===== config.mk =====
export PLATFORM = sky130hd
export DESIGN_NAME = iepr_core
export DESIGN_NICKNAME = d
export VERILOG_FILES = /design/src/iepr_core.v
export VERILOG_INCLUDE_DIRS = /design/src
export SDC_FILE = /design/constraint.sdc
export NUM_CORES = 1
export LEC_CHECK = 0
export ABC_CLOCK_PERIOD_IN_PS = 3000
export BUFFER_PORTS_ARGS = -buffer_cell sky130_fd_sc_hd__buf_4
export CAP_MARGIN = 20
export CORE_UTILIZATION = 45
export DETAILED_ROUTE_END_ITERATION = 10
export GPL_TIMING_DRIVEN = 1
export PLACE_DENSITY_LB_ADDON = 0.25
export SYNTH_ARGS = -nofsm -noshare
export SYNTH_HDL_FRONTEND = slang
export SYNTH_SLANG_ARGS = --single-unit

===== constraint.sdc =====
create_clock -name aclk -period 3 [get_ports aclk]
set_input_delay 0.6 -clock aclk [delete_from_list [all_inputs] [get_ports aclk]]
set_output_delay 0.6 -clock aclk [all_outputs]
set_load 0.01 [all_outputs]

===== src/iepr_regs.vh =====
// Register offsets, field positions and reset values for the enable/priority block
`ifndef IEPR_REGS_VH
`define IEPR_REGS_VH

// ****************************************
// Register byte offsets
// ****************************************
`define IEPR_ENA_HI_OFF 8'h00
`define IEPR_ENA_LO_OFF 8'h04
`define IEPR_PRIO0_OFF 8'h08
`define IEPR_PRIO1_OFF 8'h0C
`define IEPR_PRIO2_OFF 8'h10
`define IEPR_PRIO3_OFF 8'h14
`define IEPR_PRIO4_OFF 8'h18
`define IEPR_PRIO5_OFF 8'h1C
`define IEPR_FLAG_HI_OFF 8'h20
`define IEPR_FLAG_LO_OFF 8'h24
`define IEPR_STAT_OFF 8'h28
`define IEPR_MASK_OFF 8'h2C

// ****************************************
// Write masks of implemented bits
// ****************************************
`define IEPR_ENA_HI_MASK 16'hC3FF
`define IEPR_ENA_LO_MASK 16'h003F
`define IEPR_PRIO_MASK 16'h7777
`define IEPR_PRIO3_MASK 16'h0777
`define IEPR_PRIO5_MASK 16'h7700

// ****************************************
// Reset values
// ****************************************
`define IEPR_ENA_RST 16'h0000
`define IEPR_PRIO_RST 16'h4444
`define IEPR_PRIO3_RST 16'h0444
`define IEPR_PRIO5_RST 16'h4400

// ****************************************
// Field positions and source count
// ****************************************
`define IEPR_DMA1_LSB 8
`define IEPR_TIMER_A_LSB 12
`define IEPR_NSRC 34

// ****************************************
// AXI responses
// ****************************************
`define IEPR_RESP_OKAY 2'b00
`define IEPR_RESP_SLVERR 2'b10

`endif


===== src/iepr_core.v =====
// Interrupt enable and priority registers with AXI4-Lite access
`timescale 1ns/1ps
`include "iepr_regs.vh"

module iepr_core (
  // Clock and reset
  input wire aclk,
  input wire aresetn,
  // AXI4-Lite write address
  input wire [7:0] s_axi_awaddr,
  input wire s_axi_awvalid,
  output reg s_axi_awready,
  // AXI4-Lite write data
  input wire [31:0] s_axi_wdata,
  input wire [3:0] s_axi_wstrb,
  input wire s_axi_wvalid,
  output reg s_axi_wready,
  // AXI4-Lite write response
  output reg [1:0] s_axi_bresp,
  output reg s_axi_bvalid,
  input wire s_axi_bready,
  // AXI4-Lite read address
  input wire [7:0] s_axi_araddr,
  input wire s_axi_arvalid,
  output reg s_axi_arready,
  // AXI4-Lite read data
  output reg [31:0] s_axi_rdata,
  output reg [1:0] s_axi_rresp,
  output reg s_axi_rvalid,
  input wire s_axi_rready,
  // Source flags, bit n is source n
  input wire [`IEPR_NSRC-1:0] src_flag,
  // Requests to arbitration and their levels
  output reg [`IEPR_NSRC-1:0] src_req,
  output reg [3*`IEPR_NSRC-1:0] src_level,
  // Interrupt line
  output reg irq
);

  // ****************************************
  // Register storage
  // ****************************************
  reg [15:0] ena_hi_reg;
  reg [15:0] ena_lo_reg;
  reg [15:0] prio_reg [0:5];
  reg [1:0] stat_reg;
  reg [1:0] mask_reg;

  // Write channel capture
  reg aw_have_reg;
  reg w_have_reg;
  reg [7:0] aw_addr_reg;
  reg [31:0] w_data_reg;
  reg [3:0] w_strb_reg;

  wire do_write = aw_have_reg && w_have_reg && !s_axi_bvalid;
  wire [15:0] wmask = {{8{w_strb_reg[1]}}, {8{w_strb_reg[0]}}};
  wire [15:0] wval = w_data_reg[15:0];
  wire do_read = s_axi_arvalid && s_axi_arready;

  // ****************************************
  // Source map
  // ****************************************
  // Enables: 0..5 adc pairs 2..7, 6..12 pwm gens 3..9,
  // 13..15 comparators 2..4, 16..17 adc pairs 0..1.
  // Priorities: sources 18..33 use fields of prio regs.
  wire [33:0] en_vec = {16'hFFFF, ena_hi_reg[15:14], ena_hi_reg[9:0],
    ena_lo_reg[5:0]};
  wire [95:0] prio_flat = {prio_reg[5], prio_reg[4], prio_reg[3],
    prio_reg[2], prio_reg[1], prio_reg[0]};
  wire [1:0] ev_vec;

  genvar gi;
  generate
    for (gi = 0; gi < `IEPR_NSRC; gi = gi + 1) begin : g_src
      wire [2:0] lvl;
      if (gi < 18) begin : g_en_only
        assign lvl = 3'h7;
      end else begin : g_prio
        // Four fields per register, nibble steps
        assign lvl = prio_flat[(gi-18)*4 +: 3];
      end
      always @(posedge aclk) begin
        if (!aresetn) begin
          src_req[gi] <= 1'b0;
          src_level[3*gi +: 3] <= 3'h0;
        end else begin
          // Request only with flag, enable and nonzero level
          src_req[gi] <= src_flag[gi] && en_vec[gi] &&
            (lvl != 3'h0);
          src_level[3*gi +: 3] <= lvl;
        end
      end
    end
  endgenerate

  // Events: any enabled flag, any blocked flag
  assign ev_vec[0] = |(src_flag & en_vec);
  assign ev_vec[1] = |(src_flag & ~en_vec);

  // ****************************************
  // Write path
  // ****************************************
  integer k;
  always @(posedge aclk) begin
    if (!aresetn) begin
      s_axi_awready <= 1'b1;
      s_axi_wready <= 1'b1;
      s_axi_bvalid <= 1'b0;
      s_axi_bresp <= `IEPR_RESP_OKAY;
      aw_have_reg <= 1'b0;
      w_have_reg <= 1'b0;
      aw_addr_reg <= 8'h00;
      w_data_reg <= 32'h0000_0000;
      w_strb_reg <= 4'h0;
      ena_hi_reg <= `IEPR_ENA_RST;
      ena_lo_reg <= `IEPR_ENA_RST;
      for (k = 0; k < 6; k = k + 1) begin
        prio_reg[k] <= `IEPR_PRIO_RST;
      end
      prio_reg[3] <= `IEPR_PRIO3_RST;
      // Last two priority registers keep only their upper byte here
      prio_reg[4] <= `IEPR_PRIO5_RST;
      prio_reg[5] <= `IEPR_PRIO5_RST;
      mask_reg <= 2'b00;
    end else begin
      if (s_axi_awvalid && s_axi_awready) begin
        aw_have_reg <= 1'b1;
        aw_addr_reg <= s_axi_awaddr;
        s_axi_awready <= 1'b0;
      end
      if (s_axi_wvalid && s_axi_wready) begin
        w_have_reg <= 1'b1;
        w_data_reg <= s_axi_wdata;
        w_strb_reg <= s_axi_wstrb;
        s_axi_wready <= 1'b0;
      end
      if (do_write) begin
        aw_have_reg <= 1'b0;
        w_have_reg <= 1'b0;
        s_axi_bvalid <= 1'b1;
        s_axi_bresp <= `IEPR_RESP_OKAY;
        // Masks keep unimplemented bits at zero
        case (aw_addr_reg)
          `IEPR_ENA_HI_OFF: ena_hi_reg <= (ena_hi_reg & ~wmask) |
            (wval & wmask & `IEPR_ENA_HI_MASK);
          `IEPR_ENA_LO_OFF: ena_lo_reg <= (ena_lo_reg & ~wmask) |
            (wval & wmask & `IEPR_ENA_LO_MASK);
          `IEPR_PRIO0_OFF: prio_reg[0] <= (prio_reg[0] & ~wmask) |
            (wval & wmask & `IEPR_PRIO_MASK);
          `IEPR_PRIO1_OFF: prio_reg[1] <= (prio_reg[1] & ~wmask) |
            (wval & wmask & `IEPR_PRIO_MASK);
          `IEPR_PRIO2_OFF: prio_reg[2] <= (prio_reg[2] & ~wmask) |
            (wval & wmask & `IEPR_PRIO_MASK);
          `IEPR_PRIO3_OFF: prio_reg[3] <= (prio_reg[3] & ~wmask) |
            (wval & wmask & `IEPR_PRIO3_MASK);
          `IEPR_PRIO4_OFF: begin
            prio_reg[4] <= (prio_reg[4] & ~wmask) |
              (wval & wmask & `IEPR_PRIO5_MASK);
          end
          `IEPR_PRIO5_OFF: prio_reg[5] <= (prio_reg[5] & ~wmask) |
            (wval & wmask & `IEPR_PRIO5_MASK);
          `IEPR_MASK_OFF: begin
            if (w_strb_reg[0]) begin
              mask_reg <= w_data_reg[1:0];
            end
          end
          `IEPR_FLAG_HI_OFF, `IEPR_FLAG_LO_OFF, `IEPR_STAT_OFF: begin
          end
          default: s_axi_bresp <= `IEPR_RESP_SLVERR;
        endcase
      end
      if (s_axi_bvalid && s_axi_bready) begin
        s_axi_bvalid <= 1'b0;
        s_axi_awready <= 1'b1;
        s_axi_wready <= 1'b1;
      end
    end
  end

  // ****************************************
  // Read path
  // ****************************************
  reg [31:0] rd_val;
  reg rd_ok;
  always @* begin
    rd_val = 32'h0000_0000;
    rd_ok = 1'b1;
    case (s_axi_araddr)
      `IEPR_ENA_HI_OFF: rd_val[15:0] = ena_hi_reg;
      `IEPR_ENA_LO_OFF: rd_val[15:0] = ena_lo_reg;
      `IEPR_PRIO0_OFF: rd_val[15:0] = prio_reg[0];
      `IEPR_PRIO1_OFF: rd_val[15:0] = prio_reg[1];
      `IEPR_PRIO2_OFF: rd_val[15:0] = prio_reg[2];
      `IEPR_PRIO3_OFF: rd_val[15:0] = prio_reg[3];
      `IEPR_PRIO4_OFF: rd_val[15:0] = prio_reg[4];
      `IEPR_PRIO5_OFF: rd_val[15:0] = prio_reg[5];
      `IEPR_FLAG_HI_OFF: rd_val[15:0] = {14'h0000, src_req[33:32]} |
        16'h0000;
      `IEPR_FLAG_LO_OFF: rd_val = src_req[31:0];
      `IEPR_STAT_OFF: rd_val[1:0] = stat_reg;
      `IEPR_MASK_OFF: rd_val[1:0] = mask_reg;
      default: rd_ok = 1'b0;
    endcase
  end

  always @(posedge aclk) begin
    if (!aresetn) begin
      s_axi_arready <= 1'b1;
      s_axi_rvalid <= 1'b0;
      s_axi_rdata <= 32'h0000_0000;
      s_axi_rresp <= `IEPR_RESP_OKAY;
    end else begin
      if (do_read) begin
        s_axi_arready <= 1'b0;
        s_axi_rvalid <= 1'b1;
        s_axi_rdata <= rd_val;
        s_axi_rresp <= rd_ok ? `IEPR_RESP_OKAY : `IEPR_RESP_SLVERR;
      end
      if (s_axi_rvalid && s_axi_rready) begin
        s_axi_rvalid <= 1'b0;
        s_axi_arready <= 1'b1;
      end
    end
  end

  // ****************************************
  // Sticky status and interrupt line
  // ****************************************
  // Set beats the clear so no event is lost
  wire stat_rd = do_read && (s_axi_araddr == `IEPR_STAT_OFF);
  always @(posedge aclk) begin
    if (!aresetn) begin
      stat_reg <= 2'b00;
      irq <= 1'b0;
    end else begin
      stat_reg <= (stat_rd ? 2'b00 : stat_reg) | ev_vec;
      irq <= |(((stat_rd ? 2'b00 : stat_reg) | ev_vec) & mask_reg);
    end
  end

endmodule // iepr_core


; Word level (Yosys, flattened, before mapping)
; Memories as Yosys holds them, arrays and structs flattened.
; Cells that the tools add are included.
[word_totals]
register_bits = 191
mem_bits_rw = 96
n_memories = 1
[mem_list]
columns = memory, words, width, read_ports, rd_ports_with_merged_regs, wr, line_no
row1 = prio_reg, 6, 16, 6, 0, 6, iepr_core.v:45  ; reg [15:0] prio_reg [0:5];
[op_classes]
eq_ne = 22
n_mux = 42
bitwise_logic = 33
n_reduce_logical = 72
[op_table]
columns = cell, n
row1 = $mux W16, 10
row2 = $and A16 B16 Y16, 9
row3 = $pmux W14 S9, 1
row4 = $or A16 B15 Y16, 5
row5 = $and A34 B34 Y34, 2
row6 = $reduce_or A34 Y1, 2
row7 = $eq A8 B5 Y1 const B, 8
row8 = $eq A8 B6 Y1 const B, 8
row9 = $reduce_bool A3 Y1, 16
row10 = $logic_and A1 B1 Y1, 42
row11 = $not A34 Y34, 1
row12 = $eq A8 B4 Y1 const B, 4
row13 = $mux W1, 26
row14 = $pmux W2 S12, 1
row15 = $reduce_or A12 Y1, 2
row16 = $eq A8 B3 Y1 const B, 2
row17 = $logic_not A8 Y1, 2
row18 = $not A16 Y16, 1
row19 = $or A16 B11 Y16, 1
row20 = $or A16 B16 Y16, 1
row21 = $or A16 B6 Y16, 1
row22 = $or A1 B1 Y1, 9
row23 = $reduce_or A2 Y1, 4
row24 = $mux W2, 3
row25 = 7 further kinds, 8

; Depth between registers and ports, before layout
; Gate-level depths: netlist of run 1.
[logic_depth]
word_depth = 6
ltp_mapped = 8
mapped_depth_nobuf = 5

; Worst setup path after synthesis of run 1
; OpenSTA, ideal clock, no wires.
[synth_timing]
path_type = reg2reg
from = reg s_axi_bvalid
to = mem prio_reg[3][0], in the netlist prio_reg[0][48], enable pin
setup_ns = 0.375
arrival_time_ns = 1.846
setup_slack_ns = 0.780
stages_incl_launch_ff = 5
synth_period_minus_slack_ns = 2.220
path_cell_list = dfxtp_1 > nand3b_2 > or3_4 > nor3_4 > nand2b_1
[synth_lines]
columns = item, line_no
row1 = start: declaration, iepr_core.v:20  ; output reg s_axi_bvalid,
row2 = start signal: assignment, iepr_core.v:109  ; s_axi_bvalid <= 1'b0;
row3 = start signal: assignment, iepr_core.v:141  ; s_axi_bvalid <= 1'b1;
row4 = start signal: assignment, iepr_core.v:174  ; s_axi_bvalid <= 1'b0;
row5 = end: declaration, iepr_core.v:45

==> reports/metrics.cfg, run 1 <==
[run_status]
status = finished, final reports clean

[synthesis]
synth.cells.most_frequent = 186 x dfxtp_1, 107 x nand2_1, 96 x edfxtp_1, 95 x a21oi_1, 74 x and2_1
synth-compound-area-share = 0.1228
synth_top_family_by_area = simple AND/OR/NAND/NOR gates
synth_top_cell_by_area = dfxtp_1
synth-adder-area-share = 0
synthCells = 1128
synth_seq_area_share = 0.5531
synth_top_cell_area_share = 0.3117
synthesis.area_mm2 = 0.01195
avgSynthCellArea_um2 = 10.59
ys_top_cells_by_area = dfxtp_1 31%, edfxtp_1 24%, a21oi_1 4.0%, and2_1 3.9%, buf_4 3.8%
yosys_register_bits = 282
synth_edf_count = 96
yosys.area_share.simple = 0.2102
synth_flop_cell = dfxtp_1
muxShareOfSynthArea = 0.05153
ys_warn_count = 0
synth_xor_area_frac = 0
async_flop_share = 0
synth_most_common_cell = dfxtp_1
ys_types = 59

[job]
max_cap_viol_count = 0

[placed_design]
portBuffers = 249
dp_hpwl_um = 28870
gp_congestion = 0.9595

[cells_and_area]
fin_util = 0.5663
largest_reg_flops = 96
drive_above_1_share = 0.2784
nets = 1418
fill_cells = 2312
diodes = 0
area_growth_pct = 23.54

[die]
die-area_mm2 = 0.02720
core_mm2 = 0.02606
die_h_um = 164.9
num_rows = 59
initial_core_util = 0.4584
ios = 271
die_width_um = 164.9

[timing]
hold_violations = 0
clock_skew_ns = 0.01641
max_freq_mhz = 425.3
slew_viol_final = 0
max_slew_margin = 0.3800
worst_pin_slew_ns = 0.9300
min_period_over_period = 0.7837
setup-tns-final_ns = 0
setup_viol = 0
fin_crit_ns = 2.351
rsz0062_at_grt = no

[power_and_ir_drop]
powerDensity_mw_per_mm2 = 564.8
p_leak_uw = 0.006026
p_clk_frac = 0.419
swShare = 0.2368
power.switching_uw = 1974
power_uw = 8335
p_int_uw = 6361
seqPwrFrac = 0.499
vdd_drop_max_mv = 0.4051
comb_power_share = 0.083

[clock_network]
clk_path_buf_depth = 3
cts_buffers = 29
post_cts_resized = 0
htree_levels = 1
root_buffer = clkbuf_16
cts.sinks = 282
clkLatencyLatePin_ns = 0.55
cts_hold_buf = 0
cts.clk_slew.worst_paths_ns = 0.06
cts_setup_buffers = 0
cts_tree = done

[route]
dr.pass1.iters = 5
drt_iter0_drc = 875
vias_per_cell = 5.674
drcViolationCount = 0
ant_nets = 0
num_vias = 9543
wl_per_cell_um = 23.16
wirelength_um = 38960

[setup_path]
critical_path_class = flop to flop
critPathCaptureType = flop
worstPathArrival_ns = 2.72
start_kind = flop
critPathMaxFanout = 10
worstPathRequired_ns = 3.37

[grt]
grt_max_degree = 111
antenna_found_initial = 0
grt_use_total = 0.2859
grt_pass1_wl_um = 56320
grt_overflow_total = 0
grt_pass1_vias = 8892

[min_path]
hp-class = input pin to flop

-- logic make-up (layout without fill, tap and decap cells) --
kind of cell	Yosys count	count (layout)
and+or+nand+nor	443	443
other	1	2
DFF	282	282
buffers and inverters	135	353
muxes	45	45
AOI/OAI and AO/OA	222	222
-- layout make-up --
type,instances,area (µm²),share of cell area
Clock buffer,45,875.8,0.05935
Clock inverter,8,47.55,0.003222
Inverter,19,71.32,0.004833
Multi-Input combinational cell,712,4601,0.3118
Sequential cell,282,6608,0.4478
Tap cell,335,419.2,0.02840
Timing Repair Buffer,281,2135,0.1446
-- per-stage QoR --
stage	worst slack (ns)	cell area [µm²]	hold WS [ns]	std cells
6_report	0.6490	14760	0.2523	1682
5_1_grt	0.5296	14760	0.2703	1682
4_1_cts	0.6757	14760	0.2448	1682
3_5_place_dp	0.6201	13830	0.4437	1629
3_3_place_gp	0.6018	13830	0.4388	1629
2_1_floorplan	0.7796	11950	0.4241	1129
-- layout by cell type, fill, tap and decap left out, drive strengths merged, types with 3 or more instances in the layout --
cell,n
nand3b,7
edfxtp,96
clkbuf,45
a22oi,19
nand2,109
nor4b,3
a211oi,3
a211o,4
o311a,16
clkinv,6
a31oi,3
nor2,29
or3,3
nor4,11
o22ai,8
nand4,4
inv,21
mux4,12
mux2,12
nor3b,15
dfxtp,186
a32oi,4
a221oi,4
nor3,7
and2,74
o21ai,28
mux2i,21
a21oi,95
nand2b,70
a21o,3
and3,39
nand3,68
a22o,23
buf,281
-- per-layer routing --
metal	vias up	GRT usage	wire, µm
li1	4396	-	-
met1	4594	0.3723	15910
met2	466	0.4725	18460
met3	87	0.03918	2794
met4	0	0.1280	1794
met5	-	0	0
-- power groups by stage --
stage                     registers [µW]  clock network, µW  logic (µW)
final                               4160               3490         690
after global routing                4170               3670         748
after CTS                           4150               3510         688
after detailed placement            4240                  0         687
after global placement              4230                  0         680
after floorplan                     4210                  0         387
-- path summary, 6_finish.rpt --
check / from / endpoint / slack (ns) / cells after the start
setup / recovery: s_axi_bvalid / prio_reg[0][27] / 0.65 / 5
hold / removal: s_axi_wvalid / s_axi_wready / 0.25 / 2
setup reg to reg: s_axi_bvalid / prio_reg[0][27] / 0.65 / 5
hold reg to reg: w_data_reg[7] / flop / 0.45 / 2
-- critical path, cell delays in order, from the launching register on --
cell and delay (ns):
dfxtp_1 0.34, nand3b_2 0.35, nor3_1 0.48, and2_1 0.23, nand2_1 0.44, nor3b_1 0.33
(Power assumes the default switching activity.)
==> run 2: changes to the inputs <==
--- a/config.mk
+++ b/config.mk
@@ -6,7 +6,7 @@
 export SDC_FILE = /design/constraint.sdc
 export NUM_CORES = 1
 export LEC_CHECK = 0
-export ABC_CLOCK_PERIOD_IN_PS = 3000
+export ABC_CLOCK_PERIOD_IN_PS = 1900
 export BUFFER_PORTS_ARGS = -buffer_cell sky130_fd_sc_hd__buf_4
 export CAP_MARGIN = 20
 export CORE_UTILIZATION = 45
==> constraint.sdc (replaced) <==
create_clock -name aclk -period 1.9 [get_ports aclk]
set_input_delay 0.38 -clock aclk [delete_from_list [all_inputs] [get_ports aclk]]
set_output_delay 0.38 -clock aclk [all_outputs]
set_load 0.01 [all_outputs]
==> run 2 against run 1 <==
The run now ends with setup timing left; cell area is 8.6% higher; flip-flop and latch count stayed put; sequential power is 57% higher; clock power is 71% higher; critical path type unchanged; power is 65% higher; worst setup slack worse by 0.73 ns; worst hold slack worse by 0.22 ns.
==> reports/metrics.cfg, run 2 (same netlist as run 1, synthesis figures left out) <==
[setup_path]
start_kind = flop
critical_path_class = flop to flop
critPathMaxFanout = 5  ; -5
r2r_slack_ns = -0.08  ; -0.73 ns
max_stage_delay_ns = 0.41  ; -0.07 ns
critPathTopFamily = simple AND/OR/NAND/NOR gates
critPathCaptureType = flop
worstPathRequired_ns = 2.30  ; -1.07 ns
slowest_stage = or3_4
path_cells = or3_4 > or3_4 > nor3_4 > buf_6 > buf_12 > nand2_8 > nor3b_2
cp_common_cell = or3_4
path_buf_inv = 2  ; +2
worstPathArrival_ns = 2.38  ; -0.34 ns

[route]
drt_iter0_drc = 981  ; +12%
ant_nets = 0  ; unchanged
vias_per_cell = 5.605  ; -1.2%
wirelength_um = 41420  ; +6.3%
dr.pass1.iters = 7  ; +2
drcViolationCount = 0  ; unchanged
wl_per_cell_um = 23.19  ; +0.13%
num_vias = 10010  ; +4.9%

[grt]
grt_use_total = 0.2997  ; +0.01384
grt_max_degree = 78  ; -30%
grt_pass1_wl_um = 58550  ; +4.0%
grt_overflow_total = 0  ; unchanged
antenna_found_initial = 1  ; +1
grt_pass1_vias = 9244  ; +4.0%

[die]
die_h_um = 164.9  ; unchanged
initial_core_util = 0.4584  ; unchanged
die_width_um = 164.9  ; unchanged
ios = 271  ; unchanged
die-area_mm2 = 0.02720  ; unchanged
num_rows = 59  ; unchanged
core_mm2 = 0.02606  ; unchanged

[cells_and_area]
area_growth_pct = 34.12
drive_above_1_share = 0.3542  ; +0.07584
stdcell_count = 1786  ; +6.2%
fill_cells = 2131  ; -7.8%
fin_util = 0.6148  ; +0.04849
multi_input_area_mm2 = 0.004841  ; +5.2%
fin_area_mm2 = 0.01602  ; +8.6%
final_cell_mix = 361 x buf_4, 185 x dfxtp_1, 106 x nand2_1, 96 x edfxtp_1, 81 x a21oi_1
nets = 1521  ; +7.3%
largest_reg_flops = 96  ; unchanged
seqCellArea_mm2 = 0.006608  ; unchanged
diodes = 0  ; unchanged
final_common_cell = buf_4

[min_path]
hp-class = input pin to flop

[timing]
max_slew_margin = 0.4285  ; +0.04852
min_period_over_period = 1.043  ; +0.2589
worst_slack_ns = -0.08094  ; -0.7299 ns
slew_viol_final = 0  ; unchanged
max_freq_mhz = 504.8  ; +19%
setup_viol = 38  ; +38
rsz0062_at_grt = yes
clock_skew_ns = 0.01993  ; +0.003523 ns
fin_crit_ns = 1.981  ; -0.3701 ns
hold_violations = 0  ; unchanged
holdWs_ns = 0.03136  ; -0.2209 ns
worst_pin_slew_ns = 0.8555  ; -0.07453 ns

[clock_network]
htree_levels = 1  ; unchanged
cts_buffers = 29  ; unchanged
cts_hold_buf = 0  ; unchanged
root_buffer = clkbuf_16
cts.sinks = 282  ; unchanged
cts_tree = done
clkLatencyLatePin_ns = 0.56  ; about the same
clk_path_buf_depth = 3  ; unchanged
cts.clk_slew.worst_paths_ns = 0.06  ; about the same

[job]
max_cap_viol_count = 0  ; unchanged

[placed_design]
place_ws_ns = -0.2616  ; -0.8816 ns
gp_congestion = 0.9801  ; +2.1%
portBuffers = 249  ; unchanged
dp_hpwl_um = 31170  ; +8.0%
dpl_cell_area_mm2 = 0.01468  ; +6.1%
dp.cells = 1722  ; +5.7%

[power_and_ir_drop]
powerDensity_mw_per_mm2 = 858.7  ; +52%
p_leak_uw = 0.006667  ; +11%
vdd_drop_max_mv = 0.7480  ; +85%

[run_status]
failed_checks = setup timing
status = finished with violations

[run 2: cell types whose count changed in the layout (fill, tap and decap cells not counted), moves of 5 or more]
| cell | change |
|---|---|
| buf_12 | +12 |
| a21oi_1 | -14 |
| buf_4 | +82 |
| nand3_1 | -8 |
| buf_6 | +5 |
| nand3_2 | +8 |
| a21oi_2 | +14 |
[run 2: cell type report]
type,instances,area share
Sequential cell,282,0.4124
Multi-Input combinational cell,716,0.3022
Timing Repair Buffer,380,0.1902
Clock buffer,44,0.05912
Tap cell,335,0.02616
Clock inverter,10,0.005467
Inverter,19,0.004452
[run 2: per-stage QoR]
step / total power, µW / TNS, ns
finish: 13760 / -1.492
floorplan: 7265 / 0
global route: 14160 / -5.015
CTS: 13810 / -2.961
detailed placement: 7894 / -4.840
global placement: 7876 / -2.700
[run 2: path summary, 6_finish.rpt]
kind,start,end,cells past startpoint
setup reg to reg,aw_addr_reg[7],prio_reg[0][47],7
hold / removal,s_axi_wvalid,s_axi_wready,2
setup / recovery,aw_addr_reg[7],prio_reg[0][47],7
hold reg to reg,s_axi_rdata[18],s_axi_rdata[18],2
[run 2: report_power, final]
group / internal (µW) / switching, µW / total [µW]
Combinational: 588 / 679 / 1270
Clock: 3580 / 2380 / 5960
Sequential: 6400 / 136 / 6530
[run 2: worst register-to-register path: stages, from the launching register on]
cell	delay (ns)
dfxtp_2	0.32
or3_4	0.41
or3_4	0.40
nor3_4	0.16
buf_6	0.15
buf_12	0.12
nand2_8	0.08
nor3b_2	0.20
[run 2: layer usage]
layer / vias up / track usage / part of all wire
li1: 4605 / - / -
met2: 522 / 0.5162 / 0.49
met3: 76 / 0.04345 / 0.082
met4: 2 / 0.09675 / 0.032
met5: - / 0 / 0.00022
met1: 4805 / 0.3856 / 0.40
[run 2: what timing repair did]
| action | 4_1_cts | 5_1_grt |
|---|---|---|
| endpoints found under the setup margin | 84 | 197 |
| pin swaps | 6 | 5 |
| gates cloned | 2 | 2 |
| setup buffers | 4 | 2 |
| gates resized for setup | 15 | 26 |
